File: src/logic/pss_pkg.sv
// constants shared by the reference switchover and scan reconfig logic
package pss_pkg;
    localparam int CLK_HZ = 20_000_000;        // system clock rate
    localparam int LOST_NS = 2_000;            // idle time that marks a lost ref
    localparam int LOST_CYC = (LOST_NS * (CLK_HZ / 1_000_000)) / 1_000;
    localparam int LOST_W = 7;                 // width of the idle counter
    localparam logic [LOST_W-1:0] LOST_LIM = LOST_W'(LOST_CYC);
    localparam logic [1:0] HOLD_EDGES = 2'h3;  // ref edges request must stay high
    localparam int CHAIN_SMALL = 180;          // chain length, smaller variant
    localparam int CHAIN_LARGE = 234;          // chain length, larger top/bottom
    localparam int SEG_W = 18;                 // bits per counter block
    localparam logic [3:0] SEG_SMALL = 4'hA;   // blocks in the short chain
    localparam logic [3:0] SEG_LARGE = 4'hD;   // blocks in the long chain
    localparam int N_IN = 10;                  // synchronised input count
    // positions of the synchronised inputs
    localparam int I_PRI = 0;
    localparam int I_BAK = 1;
    localparam int I_SCLK = 2;
    localparam int I_GATE = 3;
    localparam int I_SDAT = 4;
    localparam int I_CMT = 5;
    localparam int I_SWREQ = 6;
    localparam int I_PFD = 7;
    localparam int I_MAN = 8;
    localparam int I_WIDE = 9;
    localparam logic [CHAIN_LARGE-1:0] CFG_RST = '0; // configuration at reset
    typedef enum logic [1:0] {PSS_SW_IDLE, PSS_SW_COUNT, PSS_SW_WAIT} pss_sw_e;
endpackage

File: src/logic/pss_sync_if.sv
// carrier for synchronised input levels and their rising edges
`timescale 1ns/1ns
`default_nettype none
interface pss_sync_if;
    logic [pss_pkg::N_IN-1:0] lvl;  // inputs after two flops
    logic [pss_pkg::N_IN-1:0] rise; // one-cycle rising edge marks
    modport src (output lvl, output rise);
    modport dst (input lvl, input rise);
endinterface
`default_nettype wire

File: src/logic/pss_sync.sv
// two-flop synchroniser bank with rising edge detect
`timescale 1ns/1ns
`default_nettype none
module pss_sync (
    input wire logic clk_i,
    input wire logic rstn_i,
    input wire logic [pss_pkg::N_IN-1:0] async_i,
    pss_sync_if.src sy
);
    logic [pss_pkg::N_IN-1:0] meta; // first stage, read only by stage two
    logic [pss_pkg::N_IN-1:0] stab; // second stage
    logic [pss_pkg::N_IN-1:0] prev; // history for edge detect

    // edge detect looks only at the stable stage
    assign sy.lvl = stab;
    assign sy.rise = stab & ~prev;

    // synchroniser chain
    always_ff @(posedge clk_i) begin
        if (!rstn_i) begin
            meta <= '0;
            stab <= '0;
            prev <= '0;
        end else begin
            meta <= async_i;
            stab <= meta;
            prev <= stab;
        end
    end
endmodule
`default_nettype wire

File: src/logic/pss_ctrl.sv
// reference switchover and serial scan reconfiguration control
`timescale 1ns/1ns
`default_nettype none
module pss_ctrl (
    input wire logic clk_i,
    input wire logic rstn_i,
    input wire logic primary_ref_clock_i,
    input wire logic backup_ref_clock_i,
    input wire logic serial_shift_clock_i,
    input wire logic shift_clock_gate_i,
    input wire logic serial_config_in_i,
    input wire logic config_commit_i,
    input wire logic switch_request_i,
    input wire logic phase_detector_enable_i,
    input wire logic manual_mode_i,
    input wire logic wide_chain_i,
    output logic ref_select_o,
    output logic primary_lost_o,
    output logic backup_lost_o,
    output logic osc_hold_o,
    output logic reconfig_done_o,
    output logic [pss_pkg::CHAIN_LARGE-1:0] active_config_o
);
    pss_sync_if sy ();

    // every outside input passes two flops before use
    pss_sync u_sync (
        .clk_i(clk_i),
        .rstn_i(rstn_i),
        .async_i({wide_chain_i, manual_mode_i, phase_detector_enable_i,
                  switch_request_i, config_commit_i, serial_config_in_i,
                  shift_clock_gate_i, serial_shift_clock_i,
                  backup_ref_clock_i, primary_ref_clock_i}),
        .sy(sy)
    );

    // ---- clock sensing ----
    logic [pss_pkg::LOST_W-1:0] idle_cnt [2]; // cycles since last ref edge
    logic [1:0] lost;                         // per-reference lost flags
    wire [1:0] ref_rise = {sy.rise[pss_pkg::I_BAK], sy.rise[pss_pkg::I_PRI]};

    // a reference that shows no edge for the idle limit is lost; the flag
    // only means something while the two refs stay within 2x
    always_ff @(posedge clk_i) begin
        if (!rstn_i) begin
            idle_cnt[0] <= '0;
            idle_cnt[1] <= '0;
            lost <= 2'h0;
        end else begin
            for (int i = 0; i < 2; i++) begin
                if (ref_rise[i]) begin
                    idle_cnt[i] <= '0; // toggling again clears the flag
                    lost[i] <= 1'b0;
                end else if (idle_cnt[i] != pss_pkg::LOST_LIM) begin
                    idle_cnt[i] <= idle_cnt[i] + 1'b1;
                end else begin
                    lost[i] <= 1'b1; // stopped toggling
                end
            end
        end
    end

    assign primary_lost_o = lost[0];
    assign backup_lost_o = lost[1];

    // ---- reference switchover ----
    pss_pkg::pss_sw_e sw_state; // manual request tracker
    logic sel;                  // 0 primary, 1 backup
    logic [1:0] hold_cnt;       // active ref edges seen with request high
    wire swreq = sy.lvl[pss_pkg::I_SWREQ];
    wire manual = sy.lvl[pss_pkg::I_MAN];
    wire act_edge = sel ? ref_rise[1] : ref_rise[0];
    wire target_ok = sel ? !lost[0] : !lost[1];
    wire held = (hold_cnt == pss_pkg::HOLD_EDGES);
    // automatic flip only when the request does not override it
    wire auto_flip = !manual && !swreq && (sel ? lost[1] : lost[0])
                     && target_ok;

    // a held request toggles the reference; no frequency check is made,
    // so refs far apart are allowed and relock is the user's concern
    // a request rising on a stopped clock is not detected here
    always_ff @(posedge clk_i) begin
        if (!rstn_i) begin
            sw_state <= pss_pkg::PSS_SW_IDLE;
            sel <= 1'b0; // primary by default
            hold_cnt <= 2'h0;
        end else begin
            unique case (sw_state)
                pss_pkg::PSS_SW_IDLE: begin
                    hold_cnt <= 2'h0;
                    if (sy.rise[pss_pkg::I_SWREQ]) begin
                        sw_state <= pss_pkg::PSS_SW_COUNT;
                    end else if (auto_flip) begin
                        sel <= !sel;
                    end
                end
                pss_pkg::PSS_SW_COUNT: begin
                    if (!swreq) begin
                        sw_state <= pss_pkg::PSS_SW_IDLE; // too short
                    end else if (held && target_ok) begin
                        sel <= !sel; // toggle after three edges
                        sw_state <= pss_pkg::PSS_SW_WAIT;
                    end else if (act_edge && !held) begin
                        hold_cnt <= hold_cnt + 1'b1;
                    end
                end
                pss_pkg::PSS_SW_WAIT: begin
                    // request must fall before another event
                    if (!swreq) begin
                        sw_state <= pss_pkg::PSS_SW_IDLE;
                    end
                end
            endcase
        end
    end

    assign ref_select_o = sel;

    // phase detector off freezes the oscillator control
    assign osc_hold_o = !sy.lvl[pss_pkg::I_PFD];

    // ---- scan chain ----
    logic [pss_pkg::CHAIN_LARGE-1:0] chain; // serial shift register
    logic armed;                            // first gated edge seen
    logic cmt_q;                            // commit at previous shift edge
    logic wide;                             // long chain variant
    wire sclk_rise = sy.rise[pss_pkg::I_SCLK];
    wire gate = sy.lvl[pss_pkg::I_GATE];
    wire sdat = sy.lvl[pss_pkg::I_SDAT];
    wire cmt = sy.lvl[pss_pkg::I_CMT];
    wire commit_go = sclk_rise && cmt && !cmt_q;

    // the variant strap is caught by a clocked process, not by reset
    always_ff @(posedge clk_i) begin
        if (!rstn_i) begin
            wide <= 1'b0;
        end else begin
            wide <= sy.lvl[pss_pkg::I_WIDE];
        end
    end

    // shift only on gated shift clock edges; the edge after the gate
    // rises is skipped, so data counts from the second one
    // the sender must raise the gate a cycle early and drop it
    // after the chain length the sync delay stays under the
    // slow shift clock's half period
    always_ff @(posedge clk_i) begin
        if (!rstn_i) begin
            chain <= '0;
            armed <= 1'b0;
            cmt_q <= 1'b0;
        end else begin
            if (sclk_rise) begin
                cmt_q <= cmt;
            end
            if (!gate) begin
                armed <= 1'b0;
            end else if (sclk_rise) begin
                if (!armed) begin
                    armed <= 1'b1;
                end else if (wide) begin
                    // long chain: first bit ends in bit 0
                    chain <= {sdat, chain[pss_pkg::CHAIN_LARGE-1:1]};
                end else begin
                    // short chain: first bit ends in the top index
                    chain <= {chain[pss_pkg::CHAIN_LARGE-2:0], sdat};
                end
            end
        end
    end

    // ---- apply configuration ----
    logic [pss_pkg::CHAIN_LARGE-1:0] staged; // chain copy taken at commit
    logic [pss_pkg::CHAIN_LARGE-1:0] active; // configuration in use
    logic applying;                          // update in progress
    logic [3:0] seg;                         // block being updated
    wire [3:0] seg_n = wide ? pss_pkg::SEG_LARGE : pss_pkg::SEG_SMALL;
    // short chain sits in the low bits after left shifting
    wire [pss_pkg::CHAIN_LARGE-1:0] chain_view = chain;

    // one block per cycle so the counters change at different instants,
    // mirroring each counter updating on its own clock the
    // covered fields are all counters, pump and filter bits
    always_ff @(posedge clk_i) begin
        if (!rstn_i) begin
            staged <= '0;
            active <= pss_pkg::CFG_RST;
            applying <= 1'b0;
            seg <= 4'h0;
        end else if (applying) begin
            active[seg * pss_pkg::SEG_W +: pss_pkg::SEG_W] <=
                staged[seg * pss_pkg::SEG_W +: pss_pkg::SEG_W];
            if (seg == seg_n - 4'h1) begin
                applying <= 1'b0; // all seg_n blocks of this variant hold new values
                seg <= 4'h0;
            end else begin
                seg <= seg + 4'h1;
            end
        end else if (commit_go) begin
            // commits during an update are ignored; until one arrives the
            // active setting is untouched by shifting
            staged <= chain_view;
            applying <= 1'b1; // done rises while reconfiguring
        end
    end

    assign reconfig_done_o = applying;
    assign active_config_o = active;

    // reset after switchover and clock gating until lock
    // are kept by the user logic around this block
endmodule
`default_nettype wire

File: config.mk
export PLATFORM = sky130hd
export DESIGN_NAME = pss_ctrl
export DESIGN_NICKNAME = d
export VERILOG_FILES = /design/src/logic/pss_pkg.sv /design/src/logic/pss_sync_if.sv /design/src/logic/pss_sync.sv /design/src/logic/pss_ctrl.sv
export SDC_FILE = /design/constraint.sdc
export NUM_CORES = 2
export LEC_CHECK = 0
export BUFFER_PORTS_ARGS = -buffer_cell sky130_fd_sc_hd__buf_2
export CAP_MARGIN = 20
export CORE_MARGIN = 10
export CORE_UTILIZATION = 61
export DETAILED_ROUTE_END_ITERATION = 7
export HOLD_SLACK_MARGIN = 0.08
export PLACE_DENSITY = 0.81
export SLEW_MARGIN = 20
export SYNTH_ARGS = -nofsm -noshare
export SYNTH_HDL_FRONTEND = slang
export SYNTH_SLANG_ARGS = --single-unit
File: constraint.sdc
create_clock -name clk_i -period 4.2 [get_ports clk_i]
set_input_delay 0.42 -clock clk_i [delete_from_list [all_inputs] [get_ports clk_i]]
set_output_delay 0.42 -clock clk_i [all_outputs]
set_load 0.05 [all_outputs]
Word level (Yosys, flattened, before mapping)
Memory sizes are Yosys's and may differ from the RTL's.
Index checks and enable logic that the tools add are counted.
Operators by class
  add/subtract/negate cells: 6
  multipliers: 1
  equality and inequality tests: 15
  shifts and indexed selects: 3
  muxes and demuxes: 43
  bitwise operators: 8
  reductions and logical operators: 25
Operators with widths (count)
  $bwmux 234: 1
  $mux 234: 1
  $shift 18x34->234 const A: 1
  $shiftx 18x34->234: 1
  $shiftx 234x10->18: 1
  $neg 9->34: 1
  $mux 7: 4
  $mux 1: 25
  $add 7x1->7 const B: 2
  $mux 2: 7
  $ne 2x2->1 const B: 7
  $ne 7x6->1 const B: 2
  $logic_not 1->1: 8
  $mul 4x4->8 const B: 1
  $and 7x7->7: 1
  $logic_and 1x1->1: 7
  $not 7->7: 1
  $pmux 2 s3: 1
  $reduce_and 3->1: 2
  $reduce_and 5->1: 1
  $add 4x1->4 const B: 1
  $eq 2x2->1 const B: 2
  $eq 4x4->1: 1
  $mux 4: 1
  other kinds (15): 21
Word-level totals
  bits in registers: 744
  RAM bits: 14
  input bits: 12
  output and inout port bits: 239
  word-level logic and storage cells: 118
  memories: 1
Memory list
  idle_cnt: words 2, width 7, rd ports 2, clocked after Yosys merged registers in 0, write ports 2, RTL line pss_ctrl.sv:38  | logic [pss_pkg::LOST_W-1:0] idle_cnt [2];

Depth between registers and ports, before layout
  word-level depth: 8
  mapped depth: 17
  mapped depth without buffers: 12

Hierarchy
From an unflattened synthesis, not the netlist that was laid out.
Unflattened totals
  cell total of the unflattened synthesis: 3967
  area, all modules: 33968.8 um^2
By module, submodules not included
  pss_ctrl: times used 1, cells an instance 3894, area an instance 33090.5 um^2
  pss_sync: times used 1, cells an instance 73, area an instance 878.3 um^2

Worst setup path before layout
Ideal clock, no wire load.
  kind: register to register
  start: reg seg[3]
  end: reg active (netlist bit active_config_o[167])
  setup time: 0.119 ns
  arrival: 3.393 ns
  data required time: 4.081 ns
  path slack: 0.688 ns
  stages on the path, launching flop included: 14
  period minus slack after synthesis: 3.512 ns
  path through: dfxtp_1 ha_1 ha_1 ha_1 nor4_4 and3_1 ha_1 nand2_1 nor3_2 nand2_1 buf_2 nor2_1 o21ai_0 o221a_2
On the way
  word-level cells in the longest chain between the ends: 4
Ends and longest elaborated chain
  from (decl): RTL line pss_ctrl.sv:176  | logic [3:0] seg;
  from (signal assigned): RTL line pss_ctrl.sv:197  | seg <= seg + 4'h1;
  $mul 4x4->8 *: RTL line pss_ctrl.sv:191, pss_ctrl.sv:192
  $shiftx 234x10->18 or $neg 9->34 (tied branches): RTL line pss_ctrl.sv:192  | staged[seg * pss_pkg::SEG_W +: pss_pkg::SEG_W];
  $shiftx 18x34->234 or $shift 18x34->234 (tied branches): RTL line pss_ctrl.sv:191  | active[seg * pss_pkg::SEG_W +: pss_pkg::SEG_W] <=
  $bwmux 234 *: RTL line pss_ctrl.sv:191
  to (signal assigned): RTL line pss_ctrl.sv:187  | active <= pss_pkg::CFG_RST;
  to (signal, indexed assignment): RTL line pss_ctrl.sv:191
  to (decl): RTL line pss_ctrl.sv:174  | logic [pss_pkg::CHAIN_LARGE-1:0] active;
Mark *: on every way between the ends. The rest lies on a longest branch, timed or not.
A chain may end at the register's enable or synchronous reset.

Final worst setup path
  start: reg seg[0]
  end: reg active (netlist bit active_config_o[158])
The elaborated chain is that of the path after synthesis.

==> out/summary.txt <==
outcome -> finished clean
global placement routability congestion -> 1.085
async set-reset flop share out of synthesis -> 0%
Setup TNS -> 0 ns
placed cell area -> 0.03689 mm^2
Num CTS Buffers -> 78
Reg clk slew, reported paths -> 0.06 ns
Setup Skew -> 0.01897 ns
Max Transition Viols Final -> 0
DR DRC count -> 0
initial antenna violation count -> 1
Worst EP arrival -> 4.44 ns
Area Growth Syn to Fin -> 13.41%
Port Buffers -> 250
Synth Register Bits -> 755
Max VDD drop -> 0.0003133 V
Synth Net Count -> 4,110
R2R Setup Slk -> 0.27 ns
Root Driver -> clkbuf_16
Tcrit/Tclk final -> 93.51%
slew margin rel. -> 23.31%
Synth cell types -> 108
clk sink count -> 755
H-tree depth -> 3
Worst setup EP type -> register
DP Wirelength -> 78,300 um
Slew @ Worst Pin -> 1.118 ns
Avg Cell Area, Syn -> 8.540 um^2
WP data required -> 4.71 ns
First DRT Iteration DRCs -> 3,715
IO Pins -> 251
ratio of cells with drive above 1 in the final layout -> 14.91%
vias in the first global route -> 30,347
Design Area, Final -> 0.03955 mm^2
crit path time final -> 3.927 ns
Synth Cell Area -> 0.03488 mm^2
Layout Utilization -> 70.01%
pin count of the biggest net entering global routing -> 233
die area -> 0.06714 mm^2
pre-CTS setup slack -> 0.3999 ns
Die W -> 259.1 um
die height -> 259.1 um
setup ws final -> 0.2727 ns
CTS tree -> built
pwr dens -> 369.7 mW/mm^2
CTS Buffer Depth -> 3
Post-synth EDFFs -> 14
leakage power -> 13.08 nW
Peak Freq -> 254.6 MHz
DR vias/cell -> 6.493
Core Rows -> 87
final WL -> 114,900 um
max_cap viols -> 0
unrepaired setup endpoints after global routing -> false
Ys Warns -> 0
hold crit path type -> primary input to register
GRT Resource Usage Total -> 32.80%
sequential share of the synthesized area -> 43.74%
Startpoint Class -> register
Final setup viols -> 0
Layout Nets -> 4,240
global-route wire length before repair -> 176,900 um
detailed-route wire length per cell -> 22.84 um
Initial Utilization -> 61.73%
DR pass1 iterations -> 6
dpl cells -> 4,880
Floorplan Core Area -> 0.05650 mm^2
Hold Violations, Final -> 0
post-route insts no fill -> 5,030
number of antenna-violating nets in the routed design -> 0
Worst-Skew Late Latency -> 0.64 ns
Vias -> 32,660
Fill cells -> 4,494
cells after synthesis -> 4,084
Congestion Overflow GR -> 0
critical path type -> register to register
ys flop type -> dfxtp_1
Crit Path Max Fanout -> 115
cell usage in the layout, fill, tap and decap left out, types with 32 or more instances in the layout:
master     instances
buf_2            249
mux2_2            38
nor3_1            61
o211ai_1          36
o21ai_0          214
a211oi_1         279
nand2_1          626
mux2i_1          275
dfxtp_1          737
buf_4            102
a31oi_1           76
and2_1            34
nor2_1           410
a21oi_1          356
nand3_1           74
clkbuf_16         80
o22ai_1           32
Yosys cell counts, drive strengths merged (10+ instances only):
cell    count  area (um^2)
a211oi    280         2107
a21oi     358         1799
a221oi     19        232.7
a22o       10        87.58
a22oi      28        229.0
a311oi     24        210.2
a31oi      80        551.8
a32oi      13        113.9
and2       37        231.5
and3       13        81.33
buf        80        459.2
clkbuf    251        942.2
dfxtp     741        14830
edfxtp     14        420.4
ha         14        175.2
inv        26        97.59
mux2       44        503.0
mux2i     277         2780
mux4       12        270.3
nand2     628         2362
nand2b     15        93.84
nand3      77        395.4
nand4      22        137.6
nor2      415         1570
nor2b      14        87.58
nor3       71        419.2
nor3b      15        117.6
nor4b      16        146.4
o211ai     36        270.3
o21a       14        105.1
o21ai     245         1245
o22ai      35        237.7
o311a      10        100.1
o31ai      10        93.84
o32ai      12        150.1
xor2       10        102.6
final timing paths:
path,from,depth (start not counted),endpoint
worst max-delay path,seg[0],11,active_config_o[158]
worst min-delay path,rstn_i,3,active_config_o[117]
worst max register to register,seg[0],11,active_config_o[158]
worst min register to register,u_sync.meta[1],1,u_sync.sy.lvl[1]
power breakdown:
group / internal [mW] / switching (mW)
Combinational: 0.122 / 0.318
Sequential: 7.20 / 0.0210
Clock: 4.02 / 2.95
Total: 11.3 / 3.29
area by class of cell:
class                      count  area [um^2]  share of cell area [%]
multi-input combinational   2971        18170                   45.94
antenna                        1        2.502                0.006327
tap                          756        945.9                   2.391
sequential                   755        15270                   38.60
clock buffer                 111         2258                   5.710
clock inverter                28        297.8                  0.7529
inverter                      27        108.9                  0.2752
timing repair buffer         381         2504                   6.330
layer usage:
layer  vias up  wire, um  GRT usage (%)
li1      15085         -              -
met1     15569     44760          40.61
met2      1642     52990          52.24
met3       364     10090          7.133
met4         0      7068          18.77
met5         -         0              0
cells by family after synthesis:
family / synth area share, %
adders and majority gates: 0.5023
xor gates and xnor gates: 0.5202
muxes: 10.19
DFF: 43.74
AOI/OAI and AO/OA: 23.70
buffers and inverters: 4.309
and+or+nand+nor: 17.04
state kept, by name, indices dropped and copies added, names as in the netlist:
register	cells
active_config_o	234
chain	234
staged	234
idle_cnt	14
u_sync.meta	10
u_sync.sy.lvl	10
seg	4
u_sync.prev	4
hold_cnt	2
lost	2
sw_state	2
armed	1
cmt_q	1
reconfig_done_o	1
ref_select_o	1
wide	1
what timing repair did:
action | 4_1_cts | 5_1_grt
resized for setup | 0 | 0
buffers inserted | 0 | 0
hold endpoints to repair | 10 | 0
hold buffers | 10 | 0
critical path, cell delays in order (launching register included):
cell and delay, ns:
dfxtp_4 0.36, buf_12 0.48, inv_1 0.14, ha_1 0.24
or4b_1 0.41, nor3_2 0.08, nor2_1 0.60, nand2_1 0.36
o22ai_2 0.42, nor3_2 0.11, buf_4 0.19, o41ai_1 0.38
stage by stage:
step | hold slack, ns | power [mW]
final | 0.1932 | 14.62
after global routing | 0.2269 | 14.95
after CTS | 0.2044 | 14.65
after detailed placement | 0.4181 | 7.797
after global placement | 0.4130 | 7.796
after floorplan | 0.4119 | 7.683
Note: power is estimated with default switching activity, not from simulation.
